<file path="src/rgt_defs.svh">
// Register offsets, field positions and reset values of the general timers.
`ifndef RGT_DEFS_SVH
`define RGT_DEFS_SVH

// ****************************************************************
// Register indices; the byte address is four times the index.
// ****************************************************************
`define RGT_IDX_SHARED_CTL 6'h0e
`define RGT_IDX_T0_CTL 6'h0f
`define RGT_IDX_T0_RLD_HI 6'h10
`define RGT_IDX_T0_RLD_LO 6'h11
`define RGT_IDX_T0_CNT_HI 6'h12
`define RGT_IDX_T0_CNT_LO 6'h13
`define RGT_IDX_T1_CTL 6'h14
`define RGT_IDX_T1_RLD_HI 6'h15
`define RGT_IDX_T1_RLD_LO 6'h16
`define RGT_IDX_T1_CNT_HI 6'h17
`define RGT_IDX_T1_CNT_LO 6'h18
`define RGT_IDX_T2_CTL 6'h19
`define RGT_IDX_T2_RLD_HI 6'h1a
`define RGT_IDX_T2_RLD_LO 6'h1b
`define RGT_IDX_T2_CNT_HI 6'h1c
`define RGT_IDX_T2_CNT_LO 6'h1d
`define RGT_IDX_FLAGS 6'h20
`define RGT_IDX_STRIDE 6'h05

// ****************************************************************
// Field positions and masks.
// ****************************************************************
`define RGT_RUN_LSB 4
`define RGT_CTL_STOP_RX 7
`define RGT_CTL_AUTO 3
`define RGT_CTL_MASK 8'hbb

// ****************************************************************
// Reset values.
// ****************************************************************
`define RGT_CTL_RESET 8'h00
`define RGT_RLD_RESET 16'h0000
`define RGT_CNT_RESET 16'h0000

`endif

</file>
<file path="src/rgt_pkg.sv">
// Types shared by the general timer block.
package rgt_pkg;

	typedef enum logic [1:0] {
		RGT_START_NONE = 2'h0,
		RGT_START_TX_END = 2'h1,
		RGT_START_TRIM = 2'h2,
		RGT_START_TRIM_UF = 2'h3
	} rgt_start_mode_t;

	typedef enum logic [1:0] {
		RGT_CLK_CARRIER = 2'h0,
		RGT_CLK_DIVIDED = 2'h1,
		RGT_CLK_CASCADE_A = 2'h2,
		RGT_CLK_CASCADE_B = 2'h3
	} rgt_clock_sel_t;

	typedef struct packed {
		logic stop_on_receive;
		logic rsvd6;
		rgt_start_mode_t start_mode;
		logic auto_reload;
		logic rsvd2;
		rgt_clock_sel_t clock_select;
	} rgt_ctl_t;

	typedef struct packed {
		logic psel;
		logic penable;
		logic pwrite;
		logic [7:0] paddr;
		logic [31:0] pwdata;
	} rgt_apb_req_t;

	typedef struct packed {
		logic pready;
		logic pslverr;
		logic [31:0] prdata;
	} rgt_apb_rsp_t;

endpackage

</file>
<file path="src/rgt_timers.sv">
// Three cascadable 16-bit down-counting general timers with an APB register slave.
//
// Operation
// timer0 run bit changes only with mask
// stop-on-receive halts timer after four bits
// stop-on-receive ignored in trimming modes
// start mode: none, tx end, trimming
// auto reload at zero, else stop
// underflow sets the timer's flag
// timer0 clock: carrier, divided, t2, t1
// timer1 clock: carrier, divided, t0, t2
// timer2 clock: carrier, divided, t0, t1
// start event loads the reload word
// reload writes wait for next start
// host avoids counter reads during reception
// low nibble masks running bit writes
// running bit shows and sets state
// each selected tick decrements by one
// counter registers are read only
//
// Design decision made here: the APB register port.
`include "rgt_defs.svh"
`timescale 1ns/1ps
`default_nettype none

module rgt_timers (
	input wire logic sys_clk, // 25 MHz system clock
	input wire logic rst_n, // asynchronous reset, active low
	input wire logic clk_en, // freezes all state while low
	input wire rgt_pkg::rgt_apb_req_t apb_req, // APB request
	output rgt_pkg::rgt_apb_rsp_t apb_rsp, // APB answer
	input wire logic carrier_clk_pin, // 13.56 MHz carrier clock
	input wire logic divided_clk_pin, // 211.875 kHz divided clock
	input wire logic low_freq_oscillator, // oscillator being trimmed
	input wire logic tx_end, // end of transmission pulse
	input wire logic rx_first_nibble, // first four bits received pulse
	output logic [2:0] timer_running, // running state per timer
	output logic [2:0] timer_underflow_flag, // sticky underflow flags
	output logic [2:0] timer_underflow // underflow pulse per timer
);
	import rgt_pkg::*;

	// ****************************************************************
	// Pin synchronisers and tick edges.
	// ****************************************************************
	logic [2:0] pin_meta_q;
	logic [2:0] pin_sync_q;
	logic [2:0] pin_prev_q;
	wire logic [2:0] pin_async = {low_freq_oscillator, divided_clk_pin, carrier_clk_pin};
	wire logic [2:0] pin_rise = pin_sync_q & ~pin_prev_q;
	wire logic carrier_tick = pin_rise[0];
	wire logic divided_tick = pin_rise[1];
	wire logic lfo_edge = pin_rise[2];

	always_ff @(posedge sys_clk or negedge rst_n) begin
		if (!rst_n) begin
			pin_meta_q <= 3'h0;
			pin_sync_q <= 3'h0;
			pin_prev_q <= 3'h0;
		end else if (clk_en) begin
			pin_meta_q <= pin_async;
			pin_sync_q <= pin_meta_q;
			pin_prev_q <= pin_sync_q;
		end
	end

	// ****************************************************************
	// APB decode.
	// ****************************************************************
	wire logic [5:0] reg_idx = apb_req.paddr[7:2];
	wire logic [7:0] wbyte = apb_req.pwdata[7:0];
	wire logic setup_ph = apb_req.psel & ~apb_req.penable;
	wire logic wr_access = apb_req.psel & apb_req.penable & apb_req.pwrite & clk_en;
	wire logic wr_shared = wr_access & (reg_idx == `RGT_IDX_SHARED_CTL);
	wire logic wr_flags = wr_access & (reg_idx == `RGT_IDX_FLAGS);

	// Register index of a per-timer register: base plus five per timer.
	function automatic logic [5:0] timer_idx(input logic [5:0] base, input int unsigned t);
		timer_idx = base + 6'(t) * `RGT_IDX_STRIDE;
	endfunction

	// Picks the tick for a timer from its clock select and the cascade sources.
	function automatic logic pick_tick(input rgt_clock_sel_t sel, input logic car,
			input logic dvd, input logic casc_a, input logic casc_b);
		unique case (sel)
			RGT_CLK_CARRIER: pick_tick = car;
			RGT_CLK_DIVIDED: pick_tick = dvd;
			RGT_CLK_CASCADE_A: pick_tick = casc_a;
			RGT_CLK_CASCADE_B: pick_tick = casc_b;
		endcase
	endfunction

	// ****************************************************************
	// Per-timer state.
	// ****************************************************************
	rgt_ctl_t ctl_q [3];
	logic [15:0] reload_q [3];
	logic [15:0] cnt_q [3];
	logic [15:0] cnt_d [3];
	logic [2:0] run_q;
	logic [2:0] run_d;
	logic [2:0] flag_q;
	logic [2:0] uf_q;
	logic [2:0] uf;
	logic [2:0] start_ev;
	logic [2:0] stop_ev;
	logic [2:0] rx_stop;
	logic [2:0] tick;
	logic [2:0] trim;

	genvar gi;
	generate
		for (gi = 0; gi < 3; gi++) begin : g_tmr
			localparam int unsigned SRC_A = (gi == 0) ? 2 : 0;
			localparam int unsigned SRC_B = (gi == 1) ? 2 : 1;
			wire logic wr_ctl = wr_access & (reg_idx == timer_idx(`RGT_IDX_T0_CTL, gi));
			wire logic wr_hi = wr_access & (reg_idx == timer_idx(`RGT_IDX_T0_RLD_HI, gi));
			wire logic wr_lo = wr_access & (reg_idx == timer_idx(`RGT_IDX_T0_RLD_LO, gi));
			wire logic mask_run = wr_shared & wbyte[gi];
			wire logic run_val = wbyte[`RGT_RUN_LSB + gi];
			wire logic tx_start = (ctl_q[gi].start_mode == RGT_START_TX_END) & tx_end;
			wire logic lfo_hit = trim[gi] & lfo_edge;
			wire logic at_zero = (cnt_q[gi] == 16'h0000);
			wire logic no_uf = (ctl_q[gi].start_mode == RGT_START_TRIM);

			// Trimming modes start on one oscillator edge and stop on the next.
			assign trim[gi] = ctl_q[gi].start_mode[1];
			assign rx_stop[gi] = ctl_q[gi].stop_on_receive & ~trim[gi] & rx_first_nibble;
			assign start_ev[gi] = (mask_run & run_val) | tx_start | (lfo_hit & ~run_q[gi]);
			assign stop_ev[gi] = (mask_run & ~run_val) | (run_q[gi] & (rx_stop[gi] | lfo_hit));
			// Cascade ticks come from registered underflows, so no timer loop is combinational.
			assign tick[gi] = run_q[gi] & pick_tick(ctl_q[gi].clock_select, carrier_tick,
				divided_tick, uf_q[SRC_A], uf_q[SRC_B]);
			assign uf[gi] = tick[gi] & at_zero & ~no_uf & ~start_ev[gi] & ~stop_ev[gi];

			always_comb begin
				cnt_d[gi] = cnt_q[gi];
				run_d[gi] = run_q[gi];
				if (stop_ev[gi]) begin
					run_d[gi] = 1'b0;
				end else if (start_ev[gi]) begin
					cnt_d[gi] = reload_q[gi];
					run_d[gi] = 1'b1;
				end else if (tick[gi] & ~at_zero) begin
					cnt_d[gi] = cnt_q[gi] - 16'h0001;
				end else if (uf[gi]) begin
					if (ctl_q[gi].auto_reload) begin
						cnt_d[gi] = reload_q[gi];
					end else begin
						run_d[gi] = 1'b0;
					end
				end
			end

			always_ff @(posedge sys_clk or negedge rst_n) begin
				if (!rst_n) begin
					ctl_q[gi] <= `RGT_CTL_RESET;
					reload_q[gi] <= `RGT_RLD_RESET;
					cnt_q[gi] <= `RGT_CNT_RESET;
				end else if (clk_en) begin
					if (wr_ctl) begin
						ctl_q[gi] <= wbyte & `RGT_CTL_MASK;
					end
					// Reload bytes only reach the counter at a start event or at an underflow with auto reload set.
					if (wr_hi) begin
						reload_q[gi][15:8] <= wbyte;
					end
					if (wr_lo) begin
						reload_q[gi][7:0] <= wbyte;
					end
					cnt_q[gi] <= cnt_d[gi];
				end
			end
		end
	endgenerate

	// ****************************************************************
	// Running bits, underflow pulses and sticky flags.
	// ****************************************************************
	always_ff @(posedge sys_clk or negedge rst_n) begin
		if (!rst_n) begin
			run_q <= 3'h0;
			uf_q <= 3'h0;
			flag_q <= 3'h0;
		end else if (clk_en) begin
			run_q <= run_d;
			uf_q <= uf;
			// A new underflow wins over a write-one-to-clear in the same cycle.
			flag_q <= (flag_q & ~(wr_flags ? wbyte[2:0] : 3'h0)) | uf;
		end
	end

	assign timer_running = run_q;
	assign timer_underflow_flag = flag_q;
	assign timer_underflow = uf_q;

	// ****************************************************************
	// Read mux, registered in the setup phase.
	// ****************************************************************
	logic [7:0] rd_byte;
	logic rd_hit;

	always_comb begin
		rd_byte = 8'h00;
		rd_hit = 1'b1;
		unique case (reg_idx)
			`RGT_IDX_SHARED_CTL: rd_byte = {1'b0, run_q, 4'h0};
			`RGT_IDX_T0_CTL: rd_byte = ctl_q[0];
			`RGT_IDX_T0_RLD_HI: rd_byte = reload_q[0][15:8];
			`RGT_IDX_T0_RLD_LO: rd_byte = reload_q[0][7:0];
			`RGT_IDX_T0_CNT_HI: rd_byte = cnt_q[0][15:8];
			`RGT_IDX_T0_CNT_LO: rd_byte = cnt_q[0][7:0];
			`RGT_IDX_T1_CTL: rd_byte = ctl_q[1];
			`RGT_IDX_T1_RLD_HI: rd_byte = reload_q[1][15:8];
			`RGT_IDX_T1_RLD_LO: rd_byte = reload_q[1][7:0];
			`RGT_IDX_T1_CNT_HI: rd_byte = cnt_q[1][15:8];
			`RGT_IDX_T1_CNT_LO: rd_byte = cnt_q[1][7:0];
			`RGT_IDX_T2_CTL: rd_byte = ctl_q[2];
			`RGT_IDX_T2_RLD_HI: rd_byte = reload_q[2][15:8];
			`RGT_IDX_T2_RLD_LO: rd_byte = reload_q[2][7:0];
			`RGT_IDX_T2_CNT_HI: rd_byte = cnt_q[2][15:8];
			`RGT_IDX_T2_CNT_LO: rd_byte = cnt_q[2][7:0];
			`RGT_IDX_FLAGS: rd_byte = {5'h00, flag_q};
			default: rd_hit = 1'b0;
		endcase
	end

	logic [7:0] prdata_q;
	logic pslverr_q;

	always_ff @(posedge sys_clk or negedge rst_n) begin
		if (!rst_n) begin
			prdata_q <= 8'h00;
			pslverr_q <= 1'b0;
		end else if (clk_en & setup_ph) begin
			prdata_q <= rd_byte;
			pslverr_q <= ~rd_hit;
		end
	end

	assign apb_rsp.pready = apb_req.psel & apb_req.penable & clk_en;
	assign apb_rsp.pslverr = pslverr_q;
	assign apb_rsp.prdata = {24'h000000, prdata_q};
endmodule // rgt_timers

`default_nettype wire

</file>
<file path="config.mk">
export PLATFORM = sky130hd
export DESIGN_NAME = rgt_timers
export DESIGN_NICKNAME = d
export VERILOG_FILES = /design/src/rgt_pkg.sv /design/src/rgt_timers.sv
export VERILOG_INCLUDE_DIRS = /design/src
export SDC_FILE = /design/constraint.sdc
export NUM_CORES = 1
export LEC_CHECK = 0
export ABC_AREA = 1
export ABC_CLOCK_PERIOD_IN_PS = 3400
export BUFFER_PORTS_ARGS = -buffer_cell sky130_fd_sc_hd__clkbuf_2
export CORE_ASPECT_RATIO = 1.4
export CORE_MARGIN = 1.5
export CORE_UTILIZATION = 55
export CTS_CLUSTER_SIZE = 24
export DETAILED_ROUTE_END_ITERATION = 8
export GPL_ROUTABILITY_DRIVEN = 0
export PLACE_DENSITY_LB_ADDON = 0.3
export SLEW_MARGIN = 15
export SYNTH_ARGS = -nofsm -noshare
export SYNTH_HDL_FRONTEND = slang
export SYNTH_SLANG_ARGS = --single-unit
</file>
<file path="constraint.sdc">
create_clock -name sys_clk -period 3.4 [get_ports sys_clk]
set_input_delay 0.85 -clock sys_clk [delete_from_list [all_inputs] [get_ports sys_clk]]
set_output_delay 0.85 -clock sys_clk [all_outputs]
set_load 0.02 [all_outputs]
</file>
==> flow_metrics.py <==
metrics = {
    "power": {
        "switching_power_summed_over_all_nets_uw": 3301,
        "sw_frac_of_total_pct": 44.31,
        "pwr_density_cell_mw_per_mm2": 759.1,
        "p_leak_uw": 0.004995,
        "p_comb_share_pct": 43.5,
        "power.share.sequential_pct": 30.8,
        "clock_power_share_pct": 25.6,
        "cellInternalPower_uw": 4149,
        "vdd_ir_drop_max_v": 0.0005152,
    },
    "worst_setup_path": {
        "timing_worst_setup_path_type": "register to register",
        "regToRegSetupSlack_ps": 810,
        "cp.arrival_ps": 2960,
        "timing.rr.end": "cnt_q[37]",
        "capturing_element_type_of_the_critical_path": "register",
        "ff2ff_path_depth": 11,
        "critical_path_peak_fanout": 17,
        "crit_required_ps": 3780,
        "rr_startpoint": "cnt_q[32]",
        "startpoint_type": "register",
    },
    "global_routing": {
        "grt_start_max_net_pins": 60,
        "groute.usage.overall_pct": 31.74,
        "groute.layer.met2.usage_pct": 53.94,
        "grt_antenna_before_repair": 0,
        "grt_overflow": 0,
        "grt.busiest_layer": "met2",
        "grtUsageMet1_pct": 36.14,
        "grt_pass1_vias": 8242,
        "grt_pass1_wl_um": 42300,
        "met3_usage_pct": 5.321,
    },
    "finish": {
        "drive_above_1_share_pct": 11.90,
        "fin_nets": 1388,
        "final_cell_count_no_fill": 1544,
        "total_inserted_antenna_cells": 0,
        "layout-area-overhead-vs-synth_pct": 9.447,
    },
    "synth": {
        "netlist_top_cells_area": "dfrtp_1 (39%), nand2_1 (18%), o21ai_0 (7.1%)",
        "synth_most_common_cell": "nand2_1",
        "synth_commonest_cells": "nand2_1 (434), dfrtp_1 (141), inv_1 (129)",
        "netlist_area_mm2": 0.008966,
        "synthesis.yosys.warnings": 0,
        "synth_enable_flop_cells": 0,
        "synth_ff_type": "dfrtp_1",
        "synth-seq-area-share_pct": 39.35,
        "synth-async-reset-ratio_pct": 100.0,
        "synth_register_bits": 141,
        "synth_cell_types": 44,
        "syn-instance-count": 1291,
        "synth_area_per_cell_um2": 6.945,
        "yosys_top_cell_area_share_pct": 39.35,
        "biggest_area_consumer_among_synthesized_cells": "dfrtp_1",
    },
    "cts": {
        "postCtsSetupRepairBufs": 0,
        "tritoncts": "yes",
        "cts.reportedPaths.clkPinSlew_ps": 60,
        "clockBufferDepth": 2,
        "cts_hold_repair.buffers": 0,
        "clock_sink_count": 141,
        "clock_tree.root_cell": "clkbuf_16",
        "htreeDepth": 4,
        "numCtsBuffers": 17,
        "clkLatencyLatePin_ps": 440,
        "post_cts.resized_instances": 0,
    },
    "floorplan": {
        "io_pins": 94,
        "floorplan.core_area_mm2": 0.01603,
        "floorplan.die.width_um": 110.9,
        "row_count": 55,
        "initial_core_util_pct": 55.92,
        "floorplan.die_area_mm2": 0.01709,
        "die_y_um": 154.1,
    },
    "routing": {
        "ant_nets": 0,
        "finalWirelength_um": 26510,
        "firstDrtPassIters": 8,
        "vias": 8719,
        "route.detailed.vias_per_inst": 5.647,
        "drt_iter0_markers": 707,
        "routed_wire_length_per_instance_um": 17.17,
        "remaining_drc_errors": 0,
    },
    "timing": {
        "slew_violations": 0,
        "finalCritPeriodShare_pct": 76.05,
        "timing_worst_slew_pin_value_ps": 587.0,
        "totalNegativeSetupSlack_ps": 0,
        "period_needed_ps": 2586,
        "max-slew-margin-rel_pct": 60.82,
        "worst_clock_skew_on_the_final_layout_ps": 8.833,
        "setup_viol": 0,
        "report.final.hold_viol_count": 0,
        "setup_repair_after_global_routing_missed_its_margin": "false",
        "max_freq_mhz": 386.8,
    },
    "placed_design": {
        "post-place-cells": 1512,
        "quantity_of_i_o_buffers_inserted_on_ports": 43,
        "hpwl_um": 20050,
    },
    "worst_hold_path": {
        "hold_path_class": "primary input to async pin",
    },
    "outcome": {
        "run_status": "complete, no violations",
    },
    "run": {
        "max_cap_viol_count": 0,
    },
}
==> routing by layer <==
metal  wire length, um  part of all wire (%)  up-vias
li1                  -                     -     4164
met3              1799                   6.8      131
met2             12950                    49      419
met4              1982                   7.5        0
met5                 0                     0        -
met1              9776                    37     4005
==> worst max path at each step <==
stage,startpoint,end,cells after the start
3_5_place_dp,apb_req[35],cnt_q[37],13
3_3_place_gp,apb_req[35],cnt_q[37],13
2_1_floorplan,apb_req[36],cnt_q[38],11
5_1_grt,cnt_q[32],cnt_q[37],11
4_1_cts,cnt_q[32],cnt_q[37],11
6_report,cnt_q[32],cnt_q[37],11
==> metrics by stage <==
step	worst slack [ps]	hold slack [ps]	util [%]	area, um^2	power [uW]
detailed placement	741.7	464.5	57.48	9216	5490
floorplan	1295	441.9	-	9052	4745
global route	637.5	394.5	61.20	9813	7964
global placement	775.4	455.2	57.48	9216	5413
CTS	872.7	373.7	61.20	9813	7409
finish	814.4	353.7	61.20	9813	7449
==> power groups by stage <==
stage | Sequential (uW) | Combinational (uW) | Clock [uW]
after floorplan | 2250 | 2490 | 0
after global placement | 2310 | 3110 | 0
after detailed placement | 2300 | 3190 | 0
after CTS | 2280 | 3210 | 1920
after global routing | 2330 | 3660 | 1980
final | 2300 | 3240 | 1910
==> critical path, stage by stage (launching register included) <==
cell     delay (ps)
dfrtp_1         400
inv_1           160
ha_1            270
nand2_1         130
nor2_1          220
nand2_1         130
nand3_1         380
and3_1          280
nand2_4         150
nand2_4         250
nand2_1          80
nand2_1          70
==> final cells by class <==
cell class,count,area (um^2)
Multi-Input combinational cell,985,4623
Clock inverter,13,153.9
Sequential cell,141,3528
Fill cell,1502,6221
Timing Repair Buffer,54,316.6
Clock buffer,19,442.9
Inverter,133,499.2
Tap cell,199,249.0
==> flip-flops by register name (all words and copies together) (netlist names) <==
| register | count |
|---|---|
| pslverr_q | 1 |
| timer_running | 3 |
| ctl_q | 18 |
| prdata_q | 8 |
| timer_underflow | 3 |
| timer_underflow_flag | 3 |
| pin_meta_q | 3 |
| reload_q | 48 |
| cnt_q | 48 |
| pin_sync_q | 3 |
| pin_prev_q | 3 |
==> layout by cell type (no fill, tap or decap), types with 5 or more instances in the layout <==
| master | count |
|---|---|
| ha_1 | 5 |
| xor2_1 | 17 |
| nor2_1 | 128 |
| clkbuf_2 | 42 |
| nor3_1 | 19 |
| buf_4 | 10 |
| inv_1 | 129 |
| nand2_2 | 27 |
| nand2_4 | 8 |
| o211ai_1 | 7 |
| nand3_1 | 94 |
| clkbuf_16 | 17 |
| o21ai_0 | 128 |
| dfrtp_1 | 141 |
| nor2_2 | 19 |
| o21ai_1 | 6 |
| conb_1 | 24 |
| o22ai_1 | 13 |
| nand4_1 | 17 |
| nand2_1 | 434 |
| a21oi_1 | 7 |
| inv_6 | 7 |
==> logic make-up after synthesis <==
kind of cell	count (synthesis)	synth area share [%]
flops	141	39.35
other cells	1	0.04182
xor+xnor	21	2.051
compound gates	166	9.838
fa+ha+maj	5	0.6977
buf+inv	188	10.05
simple gates	769	37.97
(Power assumes the default switching activity.)
